$ cat config.mk
export PLATFORM = sky130hd
export DESIGN_NAME = ufcb_bridge
export DESIGN_NICKNAME = d
export VERILOG_FILES = /design/src/pkg/ufcb_pkg.sv /design/src/hdl/ufcb_fifo.sv /design/src/hdl/ufcb_baud.sv /design/src/hdl/ufcb_bridge.sv
export SDC_FILE = /design/constraint.sdc
export NUM_CORES = 1
export LEC_CHECK = 0
export BUFFER_PORTS_ARGS = -buffer_cell sky130_fd_sc_hd__buf_4
export CORE_MARGIN = 4
export CORE_UTILIZATION = 42
export CTS_BUF_LIST = sky130_fd_sc_hd__clkbuf_16
export DETAILED_ROUTE_END_ITERATION = 10
export PLACE_DENSITY = 0.71
export SETUP_SLACK_MARGIN = 0.15
export SLEW_MARGIN = 0
export SYNTH_ARGS = -nofsm -noshare
export SYNTH_HDL_FRONTEND = slang
export SYNTH_SLANG_ARGS = --single-unit
$ cat constraint.sdc
create_clock -name pclk -period 4.4 [get_ports pclk]
set_clock_uncertainty 0.2 [all_clocks]
set_input_delay 0.22 -clock pclk [delete_from_list [all_inputs] [get_ports pclk]]
set_output_delay 0.22 -clock pclk [all_outputs]
set_load 0.05 [all_outputs]
$ cat src/pkg/ufcb_pkg.sv
// Summary of operation
// [RL1] Bridge drives clear-to-send out to target; target drives request-to-send in.
// [RL2] With outbound throttling, clear-to-send drops while receive buffer is full.
// [RL3] Target pauses its transmitter while clear-to-send is deasserted.
// [RL4] With inbound gating, bridge stops sending while request-to-send is deasserted.
// [RL5] Request-to-send drop never cuts short the character being shifted out.
// [RL6] Target accepts at least one more character after dropping request-to-send.
// [RL7] Handshake off: clear-to-send undriven, request-to-send ignored.
// [RL8] Outbound-only: drive clear-to-send on full buffer, ignore request-to-send.
// [RL9] Inbound-only: clear-to-send undriven, send only while request-to-send asserted.
// [RL10] Bidirectional: drive clear-to-send on full, gate sending on request-to-send.
// [RL11] Target must drive request-to-send when inbound gating is on.
// [RL12] Default link 115200 baud, 8N1, flow control off.
// [RL13] Bit rate configurable from 9600 to 921600 bits per second.
// [RL14] Separate enable gates all data between target and bridge.
// [RL15] Clear-to-send reasserts once receive buffer space is available again.
`default_nettype none
package ufcb_pkg;

  typedef enum logic [1:0] {
    UFCB_HS_OFF,
    UFCB_HS_OUT,
    UFCB_HS_IN,
    UFCB_HS_BOTH
  } ufcb_hs_e;

  localparam int unsigned CLK_HZ        = 200_000_000;
  localparam int unsigned BAUD_DEFAULT  = 115_200;
  localparam int unsigned BAUD_MIN      = 9_600;
  localparam int unsigned BAUD_MAX      = 921_600;
  // Divider counts clock cycles per bit
  localparam logic [15:0] DIV_DEFAULT   = 16'(CLK_HZ / BAUD_DEFAULT);
  localparam logic [15:0] DIV_MAX       = 16'(CLK_HZ / BAUD_MIN);
  localparam logic [15:0] DIV_MIN       = 16'(CLK_HZ / BAUD_MAX);
  localparam int unsigned DATA_BITS     = 8;
  localparam int unsigned FIFO_DEPTH    = 8;

  // Register byte addresses
  localparam logic [11:0] ADDR_CTRL     = 12'h000;
  localparam logic [11:0] ADDR_BAUD     = 12'h004;
  localparam logic [11:0] ADDR_STATUS   = 12'h008;
  localparam logic [11:0] ADDR_TXDATA   = 12'h00C;
  localparam logic [11:0] ADDR_RXDATA   = 12'h010;

  // CTRL fields
  localparam int unsigned CTRL_EN_BIT   = 0;
  localparam int unsigned CTRL_HS_LSB   = 1;
  localparam logic [2:0]  CTRL_RESET    = 3'h0;

  // STATUS fields
  localparam int unsigned ST_RXVALID    = 0;
  localparam int unsigned ST_RXFULL     = 1;
  localparam int unsigned ST_TXFULL     = 2;
  localparam int unsigned ST_TXBUSY     = 3;
  localparam int unsigned ST_CTS        = 4;
  localparam int unsigned ST_RTS        = 5;
  localparam int unsigned ST_FRAMEERR   = 6;

endpackage : ufcb_pkg
`default_nettype wire

$ cat src/hdl/ufcb_fifo.sv
`timescale 1ns/10ps
`default_nettype none
module ufcb_fifo #(
  parameter int unsigned WIDTH = 8,
  parameter int unsigned DEPTH = 8
) (
  // Clock and reset
  input  wire logic             pclk,
  input  wire logic             presetn,
  // Fill side
  input  wire logic             in_valid,
  output logic                  in_ready,
  input  wire logic [WIDTH-1:0] in_data,
  // Drain side
  output logic                  out_valid,
  input  wire logic             out_ready,
  output logic [WIDTH-1:0]      out_data,
  // Status
  output logic                  full
);
  localparam int unsigned AW = $clog2(DEPTH);

  logic [WIDTH-1:0] mem [DEPTH];
  logic [AW-1:0]    wr_q;
  logic [AW-1:0]    rd_q;
  logic [AW:0]      cnt_q;
  logic             push;
  logic             pop;

  assign full      = (cnt_q == (AW+1)'(DEPTH));
  assign in_ready  = !full;
  assign out_valid = (cnt_q != '0);
  assign out_data  = mem[rd_q];
  assign push      = in_valid && in_ready;
  assign pop       = out_valid && out_ready;

  always_ff @(posedge pclk) begin
    if (push) begin
      mem[wr_q] <= in_data;
    end
  end

  always_ff @(posedge pclk or negedge presetn) begin
    if (!presetn) begin
      wr_q  <= '0;
      rd_q  <= '0;
      cnt_q <= '0;
    end else begin
      if (push) begin
        wr_q <= (wr_q == AW'(DEPTH-1)) ? '0 : wr_q + 1'b1;
      end
      if (pop) begin
        rd_q <= (rd_q == AW'(DEPTH-1)) ? '0 : rd_q + 1'b1;
      end
      cnt_q <= cnt_q + (AW+1)'(push) - (AW+1)'(pop);
    end
  end
endmodule : ufcb_fifo
`default_nettype wire

$ cat src/hdl/ufcb_baud.sv
`timescale 1ns/10ps
`default_nettype none
module ufcb_baud (
  // Clock and reset
  input  wire logic        pclk,
  input  wire logic        presetn,
  // Control
  input  wire logic        restart,
  input  wire logic [15:0] div,
  // Bit-rate tick
  output logic             tick,
  output logic             half
);
  logic [15:0] cnt_q;

  // Mid-bit pulse lets the receiver sample at bit centre
  assign tick = (cnt_q == div - 16'h0001);
  assign half = (cnt_q == {1'b0, div[15:1]});

  always_ff @(posedge pclk or negedge presetn) begin
    if (!presetn) begin
      cnt_q <= '0;
    end else if (restart || tick) begin
      cnt_q <= '0;
    end else begin
      cnt_q <= cnt_q + 16'h0001;
    end
  end
endmodule : ufcb_baud
`default_nettype wire

$ cat src/hdl/ufcb_bridge.sv
// Decided for this implementation: register access over APB and the placing of the registers.
`timescale 1ns/10ps
`default_nettype none
module ufcb_bridge (
  // APB
  input  wire logic        pclk,
  input  wire logic        presetn,
  input  wire logic        psel,
  input  wire logic        penable,
  input  wire logic        pwrite,
  input  wire logic [11:0] paddr,
  input  wire logic [31:0] pwdata,
  input  wire logic [3:0]  pstrb,
  output logic [31:0]      prdata,
  output logic             pready,
  output logic             pslverr,
  // Serial link to target
  output logic             txd,
  input  wire logic        rxd,
  output logic             cts_o,
  output logic             cts_oe,
  input  wire logic        rts_i,
  // Interface enable
  input  wire logic        link_enable
);
  typedef enum logic [1:0] {
    UFCB_TX_IDLE,
    UFCB_TX_START,
    UFCB_TX_DATA,
    UFCB_TX_STOP
  } ufcb_tx_e;

  typedef enum logic [1:0] {
    UFCB_RX_IDLE,
    UFCB_RX_START,
    UFCB_RX_DATA,
    UFCB_RX_STOP
  } ufcb_rx_e;

  // Registers
  logic                 en_q;
  ufcb_pkg::ufcb_hs_e   hs_q;
  logic [15:0]          div_q;
  logic                 ferr_q;

  // APB decode
  logic access;
  logic wr_fire;
  logic rd_fire;
  logic rd_setup;
  logic wr_ctrl;
  logic wr_baud;
  logic wr_tx;
  logic wr_stat;
  logic rd_rxd;

  assign pready   = 1'b1;
  assign access   = psel && penable;
  assign wr_fire  = access && pwrite;
  assign rd_fire  = access && !pwrite;
  assign rd_setup = psel && !penable && !pwrite;

  // CTRL and TXDATA writes need byte lane 0, BAUD writes lanes 0 and 1; a STATUS write ignores pstrb
  assign wr_ctrl = wr_fire && (paddr == ufcb_pkg::ADDR_CTRL) && pstrb[0];
  assign wr_baud = wr_fire && (paddr == ufcb_pkg::ADDR_BAUD) && (pstrb[1:0] == 2'b11);
  assign wr_tx   = wr_fire && (paddr == ufcb_pkg::ADDR_TXDATA) && pstrb[0];
  assign wr_stat = wr_fire && (paddr == ufcb_pkg::ADDR_STATUS);
  assign rd_rxd  = rd_fire && (paddr == ufcb_pkg::ADDR_RXDATA);

  function automatic logic addr_known(input logic [11:0] a);
    addr_known = (a == ufcb_pkg::ADDR_CTRL)   || (a == ufcb_pkg::ADDR_BAUD) ||
                 (a == ufcb_pkg::ADDR_STATUS) || (a == ufcb_pkg::ADDR_TXDATA) ||
                 (a == ufcb_pkg::ADDR_RXDATA);
  endfunction : addr_known

  // Unmapped or refused access answers with an error
  logic tx_in_ready;
  logic txw_err;
  assign txw_err = (paddr == ufcb_pkg::ADDR_TXDATA) && pwrite && !tx_in_ready;
  assign pslverr = access && (!addr_known(paddr) || txw_err);

  // Mode and enable
  logic go;
  logic gate_out;
  logic gate_in;
  assign go       = en_q && link_enable;                                        // RL14
  assign gate_out = (hs_q == ufcb_pkg::UFCB_HS_OUT) || (hs_q == ufcb_pkg::UFCB_HS_BOTH);
  assign gate_in  = (hs_q == ufcb_pkg::UFCB_HS_IN) || (hs_q == ufcb_pkg::UFCB_HS_BOTH);

  always_ff @(posedge pclk or negedge presetn) begin
    if (!presetn) begin
      en_q <= ufcb_pkg::CTRL_RESET[ufcb_pkg::CTRL_EN_BIT];
      hs_q <= ufcb_pkg::UFCB_HS_OFF;                                           // RL12
    end else if (wr_ctrl) begin
      en_q <= pwdata[ufcb_pkg::CTRL_EN_BIT];
      hs_q <= ufcb_pkg::ufcb_hs_e'(pwdata[ufcb_pkg::CTRL_HS_LSB +: 2]);
    end
  end

  // Divider clamped to the supported bit-rate range
  always_ff @(posedge pclk or negedge presetn) begin
    if (!presetn) begin
      div_q <= ufcb_pkg::DIV_DEFAULT;                                          // RL12
    end else if (wr_baud) begin
      if (pwdata[15:0] < ufcb_pkg::DIV_MIN) begin
        div_q <= ufcb_pkg::DIV_MIN;                                            // RL13
      end else if (pwdata[15:0] > ufcb_pkg::DIV_MAX) begin
        div_q <= ufcb_pkg::DIV_MAX;                                            // RL13
      end else begin
        div_q <= pwdata[15:0];
      end
    end
  end

  // Host-to-target buffer
  logic       tx_out_valid;
  logic       tx_out_ready;
  logic [7:0] tx_out_data;
  logic       tx_full;

  ufcb_fifo #(.WIDTH(ufcb_pkg::DATA_BITS), .DEPTH(ufcb_pkg::FIFO_DEPTH)) u_txf (
    .pclk      (pclk),
    .presetn   (presetn),
    .in_valid  (wr_tx),
    .in_ready  (tx_in_ready),
    .in_data   (pwdata[7:0]),
    .out_valid (tx_out_valid),
    .out_ready (tx_out_ready),
    .out_data  (tx_out_data),
    .full      (tx_full)
  );

  // Target-to-host buffer
  logic       rx_in_valid;
  logic       rx_in_ready;
  logic [7:0] rx_in_data;
  logic       rx_out_valid;
  logic [7:0] rx_out_data;
  logic       rx_full;
  logic       rx_seen_q;

  // Pop only a word already there when read data was latched
  always_ff @(posedge pclk or negedge presetn) begin
    if (!presetn) begin
      rx_seen_q <= 1'b0;
    end else begin
      rx_seen_q <= rd_setup && rx_out_valid;
    end
  end

  ufcb_fifo #(.WIDTH(ufcb_pkg::DATA_BITS), .DEPTH(ufcb_pkg::FIFO_DEPTH)) u_rxf (
    .pclk      (pclk),
    .presetn   (presetn),
    .in_valid  (rx_in_valid),
    .in_ready  (rx_in_ready),
    .in_data   (rx_in_data),
    .out_valid (rx_out_valid),
    .out_ready (rd_rxd && rx_seen_q),
    .out_data  (rx_out_data),
    .full      (rx_full)
  );

  // Clear-to-send: driven only in modes that throttle the target
  always_ff @(posedge pclk or negedge presetn) begin
    if (!presetn) begin
      cts_o  <= 1'b0;
      cts_oe <= 1'b0;
    end else begin
      cts_oe <= gate_out;                                                      // RL1 RL7 RL9
      cts_o  <= gate_out && !rx_full;                                          // RL2 RL8 RL10 RL15
    end
  end

  // Transmitter
  ufcb_tx_e   tx_st_q;
  logic [7:0] tx_sh_q;
  logic [2:0] tx_bit_q;
  logic       tx_tick;
  logic       tx_start;

  // Request-to-send checked only between characters
  assign tx_start     = (tx_st_q == UFCB_TX_IDLE) && tx_out_valid && go &&
                        (!gate_in || rts_i);                                   // RL4 RL7 RL8 RL9 RL10
  assign tx_out_ready = tx_start;

  ufcb_baud u_txb (
    .pclk    (pclk),
    .presetn (presetn),
    .restart (tx_start),
    .div     (div_q),
    .tick    (tx_tick),
    .half    ()
  );

  always_ff @(posedge pclk or negedge presetn) begin
    if (!presetn) begin
      tx_st_q  <= UFCB_TX_IDLE;
      tx_sh_q  <= '0;
      tx_bit_q <= '0;
      txd      <= 1'b1;
    end else begin
      unique case (tx_st_q)
        UFCB_TX_IDLE: begin
          txd <= 1'b1;
          if (tx_start) begin
            tx_sh_q <= tx_out_data;
            txd     <= 1'b0;
            tx_st_q <= UFCB_TX_START;
          end
        end
        UFCB_TX_START: begin
          if (tx_tick) begin
            txd      <= tx_sh_q[0];
            tx_sh_q  <= {1'b0, tx_sh_q[7:1]};
            tx_bit_q <= '0;
            tx_st_q  <= UFCB_TX_DATA;
          end
        end
        UFCB_TX_DATA: begin
          // Runs to the end whatever request-to-send does
          if (tx_tick) begin                                                   // RL5
            if (tx_bit_q == 3'h7) begin
              txd     <= 1'b1;
              tx_st_q <= UFCB_TX_STOP;
            end else begin
              txd      <= tx_sh_q[0];
              tx_sh_q  <= {1'b0, tx_sh_q[7:1]};
              tx_bit_q <= tx_bit_q + 3'h1;
            end
          end
        end
        UFCB_TX_STOP: begin
          if (tx_tick) begin
            tx_st_q <= UFCB_TX_IDLE;
          end
        end
      endcase
    end
  end

  // Receiver
  ufcb_rx_e   rx_st_q;
  logic [7:0] rx_sh_q;
  logic [2:0] rx_bit_q;
  logic       rx_half;
  logic       rx_tick;
  logic       rx_begin;

  assign rx_begin = (rx_st_q == UFCB_RX_IDLE) && !rxd && go;                   // RL14

  ufcb_baud u_rxb (
    .pclk    (pclk),
    .presetn (presetn),
    .restart (rx_begin),
    .div     (div_q),
    .tick    (rx_tick),
    .half    (rx_half)
  );

  // Byte offered when stop bit centre seen; lost if buffer still full
  assign rx_in_valid = (rx_st_q == UFCB_RX_STOP) && rx_half && rxd;
  assign rx_in_data  = rx_sh_q;

  always_ff @(posedge pclk or negedge presetn) begin
    if (!presetn) begin
      rx_st_q  <= UFCB_RX_IDLE;
      rx_sh_q  <= '0;
      rx_bit_q <= '0;
    end else begin
      unique case (rx_st_q)
        UFCB_RX_IDLE: begin
          if (rx_begin) begin
            rx_st_q <= UFCB_RX_START;
          end
        end
        UFCB_RX_START: begin
          if (rx_half) begin
            rx_st_q <= rxd ? UFCB_RX_IDLE : UFCB_RX_DATA;
          end
        end
        UFCB_RX_DATA: begin
          if (rx_half) begin
            rx_sh_q <= {rxd, rx_sh_q[7:1]};
            if (rx_bit_q == 3'h7) begin
              rx_bit_q <= '0;
              rx_st_q  <= UFCB_RX_STOP;
            end else begin
              rx_bit_q <= rx_bit_q + 3'h1;
            end
          end
        end
        UFCB_RX_STOP: begin
          if (rx_half) begin
            rx_st_q <= UFCB_RX_IDLE;
          end
        end
      endcase
    end
  end

  // Framing error and overrun are sticky; new event wins over a clear
  logic rx_bad;
  assign rx_bad = (rx_st_q == UFCB_RX_STOP) && rx_half && (!rxd || !rx_in_ready);

  always_ff @(posedge pclk or negedge presetn) begin
    if (!presetn) begin
      ferr_q <= 1'b0;
    end else if (rx_bad) begin
      ferr_q <= 1'b1;
    end else if (wr_stat && pwdata[ufcb_pkg::ST_FRAMEERR]) begin
      ferr_q <= 1'b0;
    end
  end

  // Read mux
  logic [31:0] status;
  always_comb begin
    status = '0;
    status[ufcb_pkg::ST_RXVALID]  = rx_out_valid;
    status[ufcb_pkg::ST_RXFULL]   = rx_full;
    status[ufcb_pkg::ST_TXFULL]   = tx_full;
    status[ufcb_pkg::ST_TXBUSY]   = (tx_st_q != UFCB_TX_IDLE) || tx_out_valid;
    status[ufcb_pkg::ST_CTS]      = cts_o;
    status[ufcb_pkg::ST_RTS]      = rts_i;
    status[ufcb_pkg::ST_FRAMEERR] = ferr_q;
  end

  // Word picked in setup cycle so read data leaves a flop with no wait state
  logic [31:0] rd_mux;
  always_comb begin
    rd_mux = '0;
    unique case (paddr)
      ufcb_pkg::ADDR_CTRL:   rd_mux = {29'h0, hs_q, en_q};
      ufcb_pkg::ADDR_BAUD:   rd_mux = {16'h0, div_q};
      ufcb_pkg::ADDR_STATUS: rd_mux = status;
      ufcb_pkg::ADDR_RXDATA: rd_mux = {24'h0, rx_out_data};
      default:               rd_mux = '0;
    endcase
  end

  // Zero outside the access cycle
  always_ff @(posedge pclk or negedge presetn) begin
    if (!presetn) begin
      prdata <= '0;
    end else begin
      prdata <= rd_setup ? rd_mux : 32'h0;
    end
  end
endmodule : ufcb_bridge
`default_nettype wire

==> Yosys cells after proc, flatten, opt, wreduce, memory -nomap -nowiden <==
Memories as Yosys holds them, arrays and structs flattened.
Cells that the tools add are included.
{ "word_totals": {"reg_bits": 134, "ramBits": 128, "in_bits": 56, "output_inout_bits": 37, "wordCells": 187, "n_memories": 2} }
{ "classes": {"addsub": 13, "magnitude_cmp": 2, "n_eq_ne": 36, "n_mux": 44, "n_reduce_logical": 67} }
{ "mem_list": {"columns": ["name", "words", "word_bits", "rd", "rd_clocked_by_memory_dff", "wr", "line", "text"], "rows": [
  ["u_rxf.mem", 8, 8, 1, 0, 1, "ufcb_fifo.sv:23", "logic [WIDTH-1:0] mem [DEPTH];"],
  ["u_txf.mem", 8, 8, 1, 0, 1, "ufcb_fifo.sv:23", null]
]} }
{ "op_table": {"columns": ["op", "count"], "rows": [
  ["two-way mux 16 bit", 4],
  ["one-hot mux 16 bit (4 select lines)", 1],
  ["logical AND 1 bit", 33],
  ["adder 16 x 1 -> 16 bit, second input constant", 2],
  ["equality test 16 bit", 2],
  ["two-way mux 32 bit", 1],
  ["two-way mux 8 bit", 4],
  ["equality test 12 x 4 -> 1 bit, second input constant", 2],
  ["two-way mux 3 bit", 8],
  ["one-hot mux 8 bit (3 select lines)", 1],
  ["two-way mux 2 bit", 11],
  ["adder 3 x 1 -> 3 bit, second input constant", 6],
  ["equality test 3 bit, second input constant", 6],
  ["equality test 16 x 15 -> 1 bit", 1],
  ["greater-than comparator 16 x 15 -> 1 bit, second input constant", 1],
  ["< comparator 16 x 8 -> 1 bit, second input constant", 1],
  ["one-hot mux 2 bit (4 select lines)", 2],
  ["subtractor 16 x 1 -> 16 bit, second input constant", 1],
  ["AND reduction 5 bit", 3],
  ["equality test 2 bit, second input constant", 7],
  ["equality test 12 x 3 -> 1 bit, second input constant", 1],
  ["equality test 12 x 5 -> 1 bit, second input constant", 1],
  ["logical NOT 12 bit", 1],
  ["logical OR 1 bit", 12],
  ["other kinds (17)", 50]
]} }

==> Logic depth before layout (Yosys ltp) <==
Gate-level depths: netlist of run 1.
{ "depth": {"depth_word": 8, "ltp_mapped": 13, "depth_no_buf": 11} }

==> Hierarchy <==
From an unflattened synthesis of run 1, not the netlist that was laid out.
{ "unflattened": {"hier_cells": 1025, "area_unflattened_um2": 12859.8} }
{ "modules_own_cells": {"columns": ["mod", "instances", "cells_per_inst", "area_each_um2", "seq_area_each_um2"], "rows": [
  ["ufcb_bridge", 1, 328, 3334.4, 1659.1],
  ["ufcb_baud", 2, 195, 1652.8, 400.4],
  ["ufcb_fifo (u_txf)", 1, 154, 3113.0, 2172.1],
  ["ufcb_fifo (u_rxf)", 1, 153, 3106.7, 2172.1]
]} }

==> Worst setup path after synthesis of run 1 <==
Ideal clock, no wire load.
{ "synth_timing": {"kind": "register to register", "from": "reg div_q[0]", "to": "reg tx_st_q[1]", "setup_ps": 128, "t_arrival_ps": 3194, "required_time_ps": 4072, "setup_slack_ps": 879, "path_stages_with_launch": 12, "path_buffers": 1, "period_less_slack_ps": 3521, "path_cell_list": "dfrtp_1 clkbuf_1 inv_1 ha_1 nor4b_2 nand3_1 xor2_1 xnor2_1 or4_4 or4_1 a31oi_2 mux2_1"} }
{ "synth_between": {"elab_chain_cells": 4, "elab_cells_between_ends": 6, "classes_between": "add/sub (1); eq/ne (4); reduce/logical (1)"} }
{ "synth_rtl": {"columns": ["element", "line", "text"], "rows": [
  ["from (decl)", "ufcb_bridge.sv:43", "logic [15:0] div_q;"],
  ["from (signal assigned)", "ufcb_bridge.sv:103", "div_q <= ufcb_pkg::DIV_DEFAULT;"],
  ["from (signal assigned)", "ufcb_bridge.sv:106", "div_q <= ufcb_pkg::DIV_MIN;"],
  ["from (signal assigned)", "ufcb_bridge.sv:108", "div_q <= ufcb_pkg::DIV_MAX;"],
  ["subtractor 16 x 1 -> 16 bit (*)", "ufcb_baud.sv:17", "assign tick = (cnt_q == div - 16'h0001);"],
  ["equality test 16 bit (*)", "ufcb_baud.sv:17", null],
  ["inequality test 2 x 1 -> 1 bit (no source line)", null, null],
  ["AND reduction 5 bit (no source line) (*)", null, null],
  ["to (signal assigned)", "ufcb_bridge.sv:197", "tx_st_q <= UFCB_TX_IDLE;"],
  ["to (signal assigned)", "ufcb_bridge.sv:208", "tx_st_q <= UFCB_TX_START;"],
  ["to (signal assigned)", "ufcb_bridge.sv:216", "tx_st_q <= UFCB_TX_DATA;"],
  ["to (decl)", "ufcb_bridge.sv:175", "ufcb_tx_e tx_st_q;"]
]} }
Mark *: on every way between the ends. The rest lies on a longest branch, timed or not.
A chain may end at the register's enable or synchronous reset.

==> Worst setup path in the final report of run 1 <==
Ends and elaborated chain as after synthesis.

==> results of run 1 <==
==> logic make-up (layout without fill, tap and decap cells) <==
family,count (synthesis),in the layout,synth area share
buffers and inverters,100,195,0.0387
multiplexers,83,83,0.108
other,2,17,0.000624
adder cells (fa/ha/maj),35,35,0.0374
flip-flops,246,246,0.565
AND/OR/NAND/NOR,307,307,0.130
XOR/XNOR,83,83,0.0604
AO/OA/AOI/OAI,100,100,0.0591
==> placed cells by master (no fill, tap or decap), drive strengths merged, types with 4 or more instances in the layout <==
master       instances
edfxtp             128
dfrtp              112
nor2                91
buf                 80
nand2               72
xnor2               49
inv                 38
mux2                35
xor2                34
nand3               34
mux4                32
ha                  32
dlygate4sd3         31
clkbuf              26
o21ai               26
a21oi               17
conb                17
mux2i               16
nor3                16
and2                15
and3                14
nor4                13
clkinv              12
nand4                9
nand2b               8
nor4b                7
or4                  7
a222oi               6
a22o                 6
dfstp                6
a21o                 5
a31oi                5
or3                  4
o211ai               4
o2bb2ai              4
bufinv               4
clkinvlp             4
or2                  4
==> power breakdown <==
part	internal, W	switching (W)	total (W)
combinational	0.000584	0.000644	0.00123
clock	0.00132	0.000916	0.00224
sequential	0.00271	0.000198	0.00290
total	0.00461	0.00176	0.00637
==> area by class of cell <==
class	instances	area, sq um	share of cell area
tap	378	473	0.0337
clock buffer	26	651	0.0463
clock inverter	22	239	0.0170
sequential	246	6800	0.485
inverter	36	135	0.00962
timing repair buffer	111	911	0.0649
multi-input combinational	625	4830	0.344
==> sequential cells by signal, summed over array words and instances, names as in the netlist, 8 cells and up, named ones only <==
| register | count |
|---|---|
| u_txb.cnt_q | 16 |
| u_rxb.cnt_q | 16 |
| prdata | 16 |
| u_rxf.mem | 64 |
| div_q | 16 |
| u_txf.mem | 64 |
| tx_sh_q | 8 |
| rx_in_data | 8 |
==> through the flow <==
stage / cell area (sq um) / setup slack, ps
2_1_floorplan: 12100 / 879
3_3_place_gp: 12800 / 535
3_5_place_dp: 12800 / 471
4_1_cts: 14000 / 455
5_1_grt: 14000 / 180
6_report: 14000 / 425
==> final timing paths <==
path                                          end  slack (ps)  depth (start not counted)                 start
setup / recovery           tx_st_q[1]$_DFFE_PN0P_         430                          9  div_q[0]$_DFFE_PN0P_
hold / removal                   en_q$_DFFE_PN0P_          50                          4              pstrb[0]
hold reg to reg                  cts_oe$_DFF_PN0_         250                          0   hs_q[0]$_DFFE_PN0P_
min in group asynchronous    prdata[15]$_DFF_PN0_         150                          2               presetn
max in group asynchronous    div_q[3]$_DFFE_PN1P_        2860                          3               presetn
setup reg to reg           tx_st_q[1]$_DFFE_PN0P_         430                          9  div_q[0]$_DFFE_PN0P_
==> worst reg2reg max path, delay by kind of cell, from the launching register on <==
family                   cells  cell delay (ps)
AND/OR/NAND/NOR              3             1360
multiplexers                 2              720
AO/OA/AOI/OAI                2              650
flip-flops                   1              500
adder cells (fa/ha/maj)      1              290
buffers and inverters        1              130
==> per-layer routing <==
layer  up-vias  wire [um]  global-route usage
li1       3621          -                   -
met1      3873      11900               0.249
met2       230      12600               0.272
met3        35       1600              0.0262
met4         0        503              0.0403
met5         -          0                   0
==> timing repair <==
item                                   in CTS  in global routing
endpoints found under the hold margin     158                  0
hold buffers                               31                  0
buffers inserted                            0                  0
==> impl_metrics.yaml, run 1 <==
final_layout:
  fillCellCount: 2417
  syn_to_final_growth_pct: 16.7
  drive_gt1_frac: 0.198
  utilization: 0.501
  nNetsFinal: 1136
  antenna_cells: 0
  layout.cells.non_filler: 1444
setup_path:
  cp_max_fo: 8
  path_buf_inv: 1
  crit_chain: "inv_1 > ha_1 > nor4b_2 > nand4_1 > mux2_2 > a2111o_1 > or4_1 > a31oi_2 > mux2_1"
  crit_required_ps: 4610
  startpoint_type: "flip-flop"
  crit_slowest_cell: "nor4b_2"
  cp.arrival_ps: 4190
  crit_type: "flip-flop to flip-flop"
  crit_family: "simple AND/OR/NAND/NOR gates"
  end_kind: "flip-flop"
  critPathMaxStageDelay_ps: 530
synth:
  synthDistinctLibCells: 77
  yosysTopAreaCellShare: 0.319
  yosysMostFrequentCell: "edfxtp_1"
  synth_cells: 956
  synth_largest_area_cell: "edfxtp_1"
  syn_area_per_cell_sq_um: 12.6
  synth_top_cells_by_count: "128 x edfxtp_1, 112 x dfrtp_1, 91 x nor2_1"
  synth-async-reset-ratio: 0.480
  synth-seq-cells: 246
  seq_area_frac_synth: 0.565
  synth_ff_type: "edfxtp_1"
  ys.warnings.count: 0
  syn_area_sq_mm: 0.0120
  synth_edf_count: 128
  synth_area_leaders: "edfxtp_1 32%, dfrtp_1 23%, mux4_2 6.0%, xnor2_1 3.6%, ha_1 3.3%"
route:
  num_vias: 7759
  vias_per_cell: 5.37
  drc: 0
  post_drt_wl_per_cell_um: 18.4
  dr.pass1.iters: 5
  final_antenna_net_count: 0
  drt-total-wl_um: 26600
  drt_iter0_markers: 650
clocking:
  clk_path_buf_depth: 3
  cts_tree: "done"
  numCtsBuffers: 26
  insertion_delay_ps: 550
  root_buffer: "clkbuf_16"
  clkSlewWorstSetupHoldPaths_ps: 60
  clkSinkCount: 246
  htree_num_levels: 1
  cts_resized: 0
grt:
  grt_overflow: 0
  grtUsageTotal: 0.171
  antenna_found_initial: 0
  grt_pass1_wl_um: 42500
  grt_max_degree: 68
  grt_pass1_vias: 7654
sta:
  hold_violations: 0
  max_freq_mhz: 252
  worst_pin_slew_ps: 1220
  rsz0062_at_grt: "no"
  tns_ps: 0
  whs_ps: 54.2
  setup_viol: 0
  slew_headroom: 0.187
  period_needed_ps: 3970
  period_share: 0.903
  maxSlewViolCount: 0
pwr:
  vdd_drop_max_uv: 340
  total_power_w: 0.00637
  power_density_mw_per_mm2: 454
  leakagePower_nw: 5.59
floorplan:
  core_sq_mm: 0.0280
  start_util: 0.430
  fp.dieH_um: 177
  dieArea_sq_mm: 0.0314
  io_pins: 93
  chipWidth_um: 177
  rows: 61
place:
  gp_congestion: 0.833
  portBuffers: 57
  dp.cells: 1365
  dpl.hpwl_um: 18300
flow_run:
  cap_violations: 0
min_path:
  hp-class: "primary input to flip-flop"
run_status:
  status: "complete, no violations"
(Power assumes the default switching activity.)
==> run 2, diff against run 1 <==
- ABC_CLOCK_PERIOD_IN_PS: default -> 4400
- BUFFER_PORTS_ARGS: -buffer_cell sky130_fd_sc_hd__buf_4 -> default
- DONT_BUFFER_PORTS: default -> 1
- PLACE_DENSITY: 0.71 -> 0.68
==> run 2 against run 1 <==
Net effect: critical path depth is 1 higher; first-iteration DRC count increased by 16%; design area fell by 3.1%; maximum frequency increased by 1.8%; via count down 0.85%; highest routed layer unchanged.
==> impl_metrics.yaml, run 2 (synthesized netlist as in run 1, its figures left out) <==
run_status:
  status: "complete, no violations"
floorplan:
  core_sq_mm: 0.0280
  chipWidth_um: 177
  start_util: 0.430
  io_pins: 93
  dieArea_sq_mm: 0.0314
  rows: 61
  fp.dieH_um: 177
clocking:
  insertion_delay_ps: 530
  clkSlewWorstSetupHoldPaths_ps: 60
  numCtsBuffers: 26
  cts_setup_buffers: 0
  clkSinkCount: 246
  htree_num_levels: 1
  clk_path_buf_depth: 3
  root_buffer: "clkbuf_16"
  cts_tree: "done"
sta:
  setup_viol: 0
  period_share: 0.888
  rsz0062_at_grt: "no"
  maxSlewViolCount: 0
  period_needed_ps: 3910
  slew_headroom: 0.225
  tns_ps: 0
  hold_violations: 0
  max_freq_mhz: 256
  worst_pin_slew_ps: 1160
pwr:
  seq_power_share: 0.473
  switchingPower_w: 0.00173
  total_power_w: 0.00619
  pwr-share-comb: 0.188
  clockPowerShare: 0.339
  p_int_w: 0.00446
  vdd_drop_max_uv: 402
  leakagePower_nw: 5.30
  power_density_mw_per_mm2: 455
  swShare: 0.279
place:
  dpl.hpwl_um: 17800
  gp_congestion: 0.862
  portBuffers: 0
final_layout:
  syn_to_final_growth_pct: 13.1
  layout_common_cells: "128 x edfxtp_1, 112 x dfrtp_1, 91 x nor2_1, 72 x nand2_1, 49 x xnor2_1"
  fillCellCount: 2411
  nNetsFinal: 1082
  utilization: 0.486
  final_common_cell: "edfxtp_1"
  top_regs: "u_rxf.mem: 64 flops, u_txf.mem: 64 flops"
  drive_gt1_frac: 0.147
setup_path:
  crit_type: "flip-flop to flip-flop"
  end_kind: "flip-flop"
  cp.arrival_ps: 4120
  startpoint_type: "flip-flop"
  crit_required_ps: 4610
  cp_max_fo: 8
grt:
  grtUsageTotal: 0.172
  grt_overflow: 0
  grt_pass1_vias: 7409
  grt_max_degree: 119
  antenna_found_initial: 0
  grt_pass1_wl_um: 42700
route:
  drt-total-wl_um: 26800
  drc: 0
  drt_iter0_markers: 755
  final_antenna_net_count: 0
  dr.pass1.iters: 5
  post_drt_wl_per_cell_um: 19.2
  vias_per_cell: 5.53
  num_vias: 7693
min_path:
  hp-class: "primary input to flip-flop"
flow_run:
  cap_violations: 0
==> run 2: changes by cell type in the layout (fill, tap and decap cells not counted), sizes merged <==
cell and change:
bufinv -2, diode +1, buf -59, dlygate4sd3 +5, inv +3, clkinvlp -1
==> run 2: power by group through the flow <==
| stage | logic [W] | clock network [W] | registers, W |
|---|---|---|---|
| detailed placement | 0.00111 | 0 | 0.00297 |
| global route | 0.00130 | 0.00225 | 0.00296 |
| global placement | 0.00107 | 0 | 0.00295 |
| CTS | 0.00117 | 0.00214 | 0.00292 |
| floorplan | 0.000946 | 0 | 0.00290 |
| finish | 0.00117 | 0.00210 | 0.00293 |
==> run 2: what timing repair did <==
action | 4_1_cts | 5_1_grt
setup endpoints to repair | 0 | 7
hold endpoints to repair | 221 | 0
resized for setup | 0 | 1
hold buffers | 37 | 0
==> run 2: final timing paths <==
kind / from / to / slack, ps / cells past startpoint
max: div_q[0]$_DFFE_PN0P_ / tx_sh_q[6]$_DFFE_PN0P_ / 490 / 10
min: link_enable / u_txf.rd_q[1]$_DFFE_PN0P_ / 30 / 4
max reg2reg: div_q[0]$_DFFE_PN0P_ / tx_sh_q[6]$_DFFE_PN0P_ / 490 / 10
min reg2reg: hs_q[0]$_DFFE_PN0P_ / cts_oe$_DFF_PN0_ / 240 / 0
max in group asynchronous: presetn / tx_sh_q[2]$_DFFE_PN0P_ / 3390 / 2
min in group asynchronous: presetn / u_rxb.cnt_q[14]$_DFF_PN0_ / 50 / 2
==> run 2: layout make-up <==
type	instances	area [sq um]	share of cell area
clock buffer	26	651	0.0478
sequential	246	6800	0.500
timing repair buffer	57	538	0.0395
multi-input combinational	625	4840	0.355
antenna	1	2.50	0.000184
inverter	36	135	0.00993
tap	378	473	0.0347
clock inverter	22	174	0.0128
==> run 2: critical path, stage by stage, from the launching register on <==
cell and delay (ps):
dfrtp_1 490, inv_1 130, ha_1 290, nor4b_2 480, nand3_1 150, xor2_1 290
xnor2_1 130, or4_4 540, nor4_4 480, o22ai_4 250, mux2_4 350
==> run 2: per-layer routing <==
metal / GRT usage / wire length [um] / vias to the layer above
met5: 0 / 0 / -
li1: - / - / 3514
met4: 0.0313 / 461 / 0
met1: 0.256 / 12000 / 3858
met2: 0.265 / 12300 / 280
met3: 0.0360 / 2010 / 41
==> run 2: metrics by stage <==
step	std cells	setup slack, ps	hold slack [ps]	area [sq um]
after floorplan	971	879	-276	12100
final	1391	494	32.3	13600
after CTS	1390	498	17.3	13600
after global routing	1390	268	85.9	13600
after detailed placement	1305	522	-265	12400
after global placement	1305	556	-265	12400
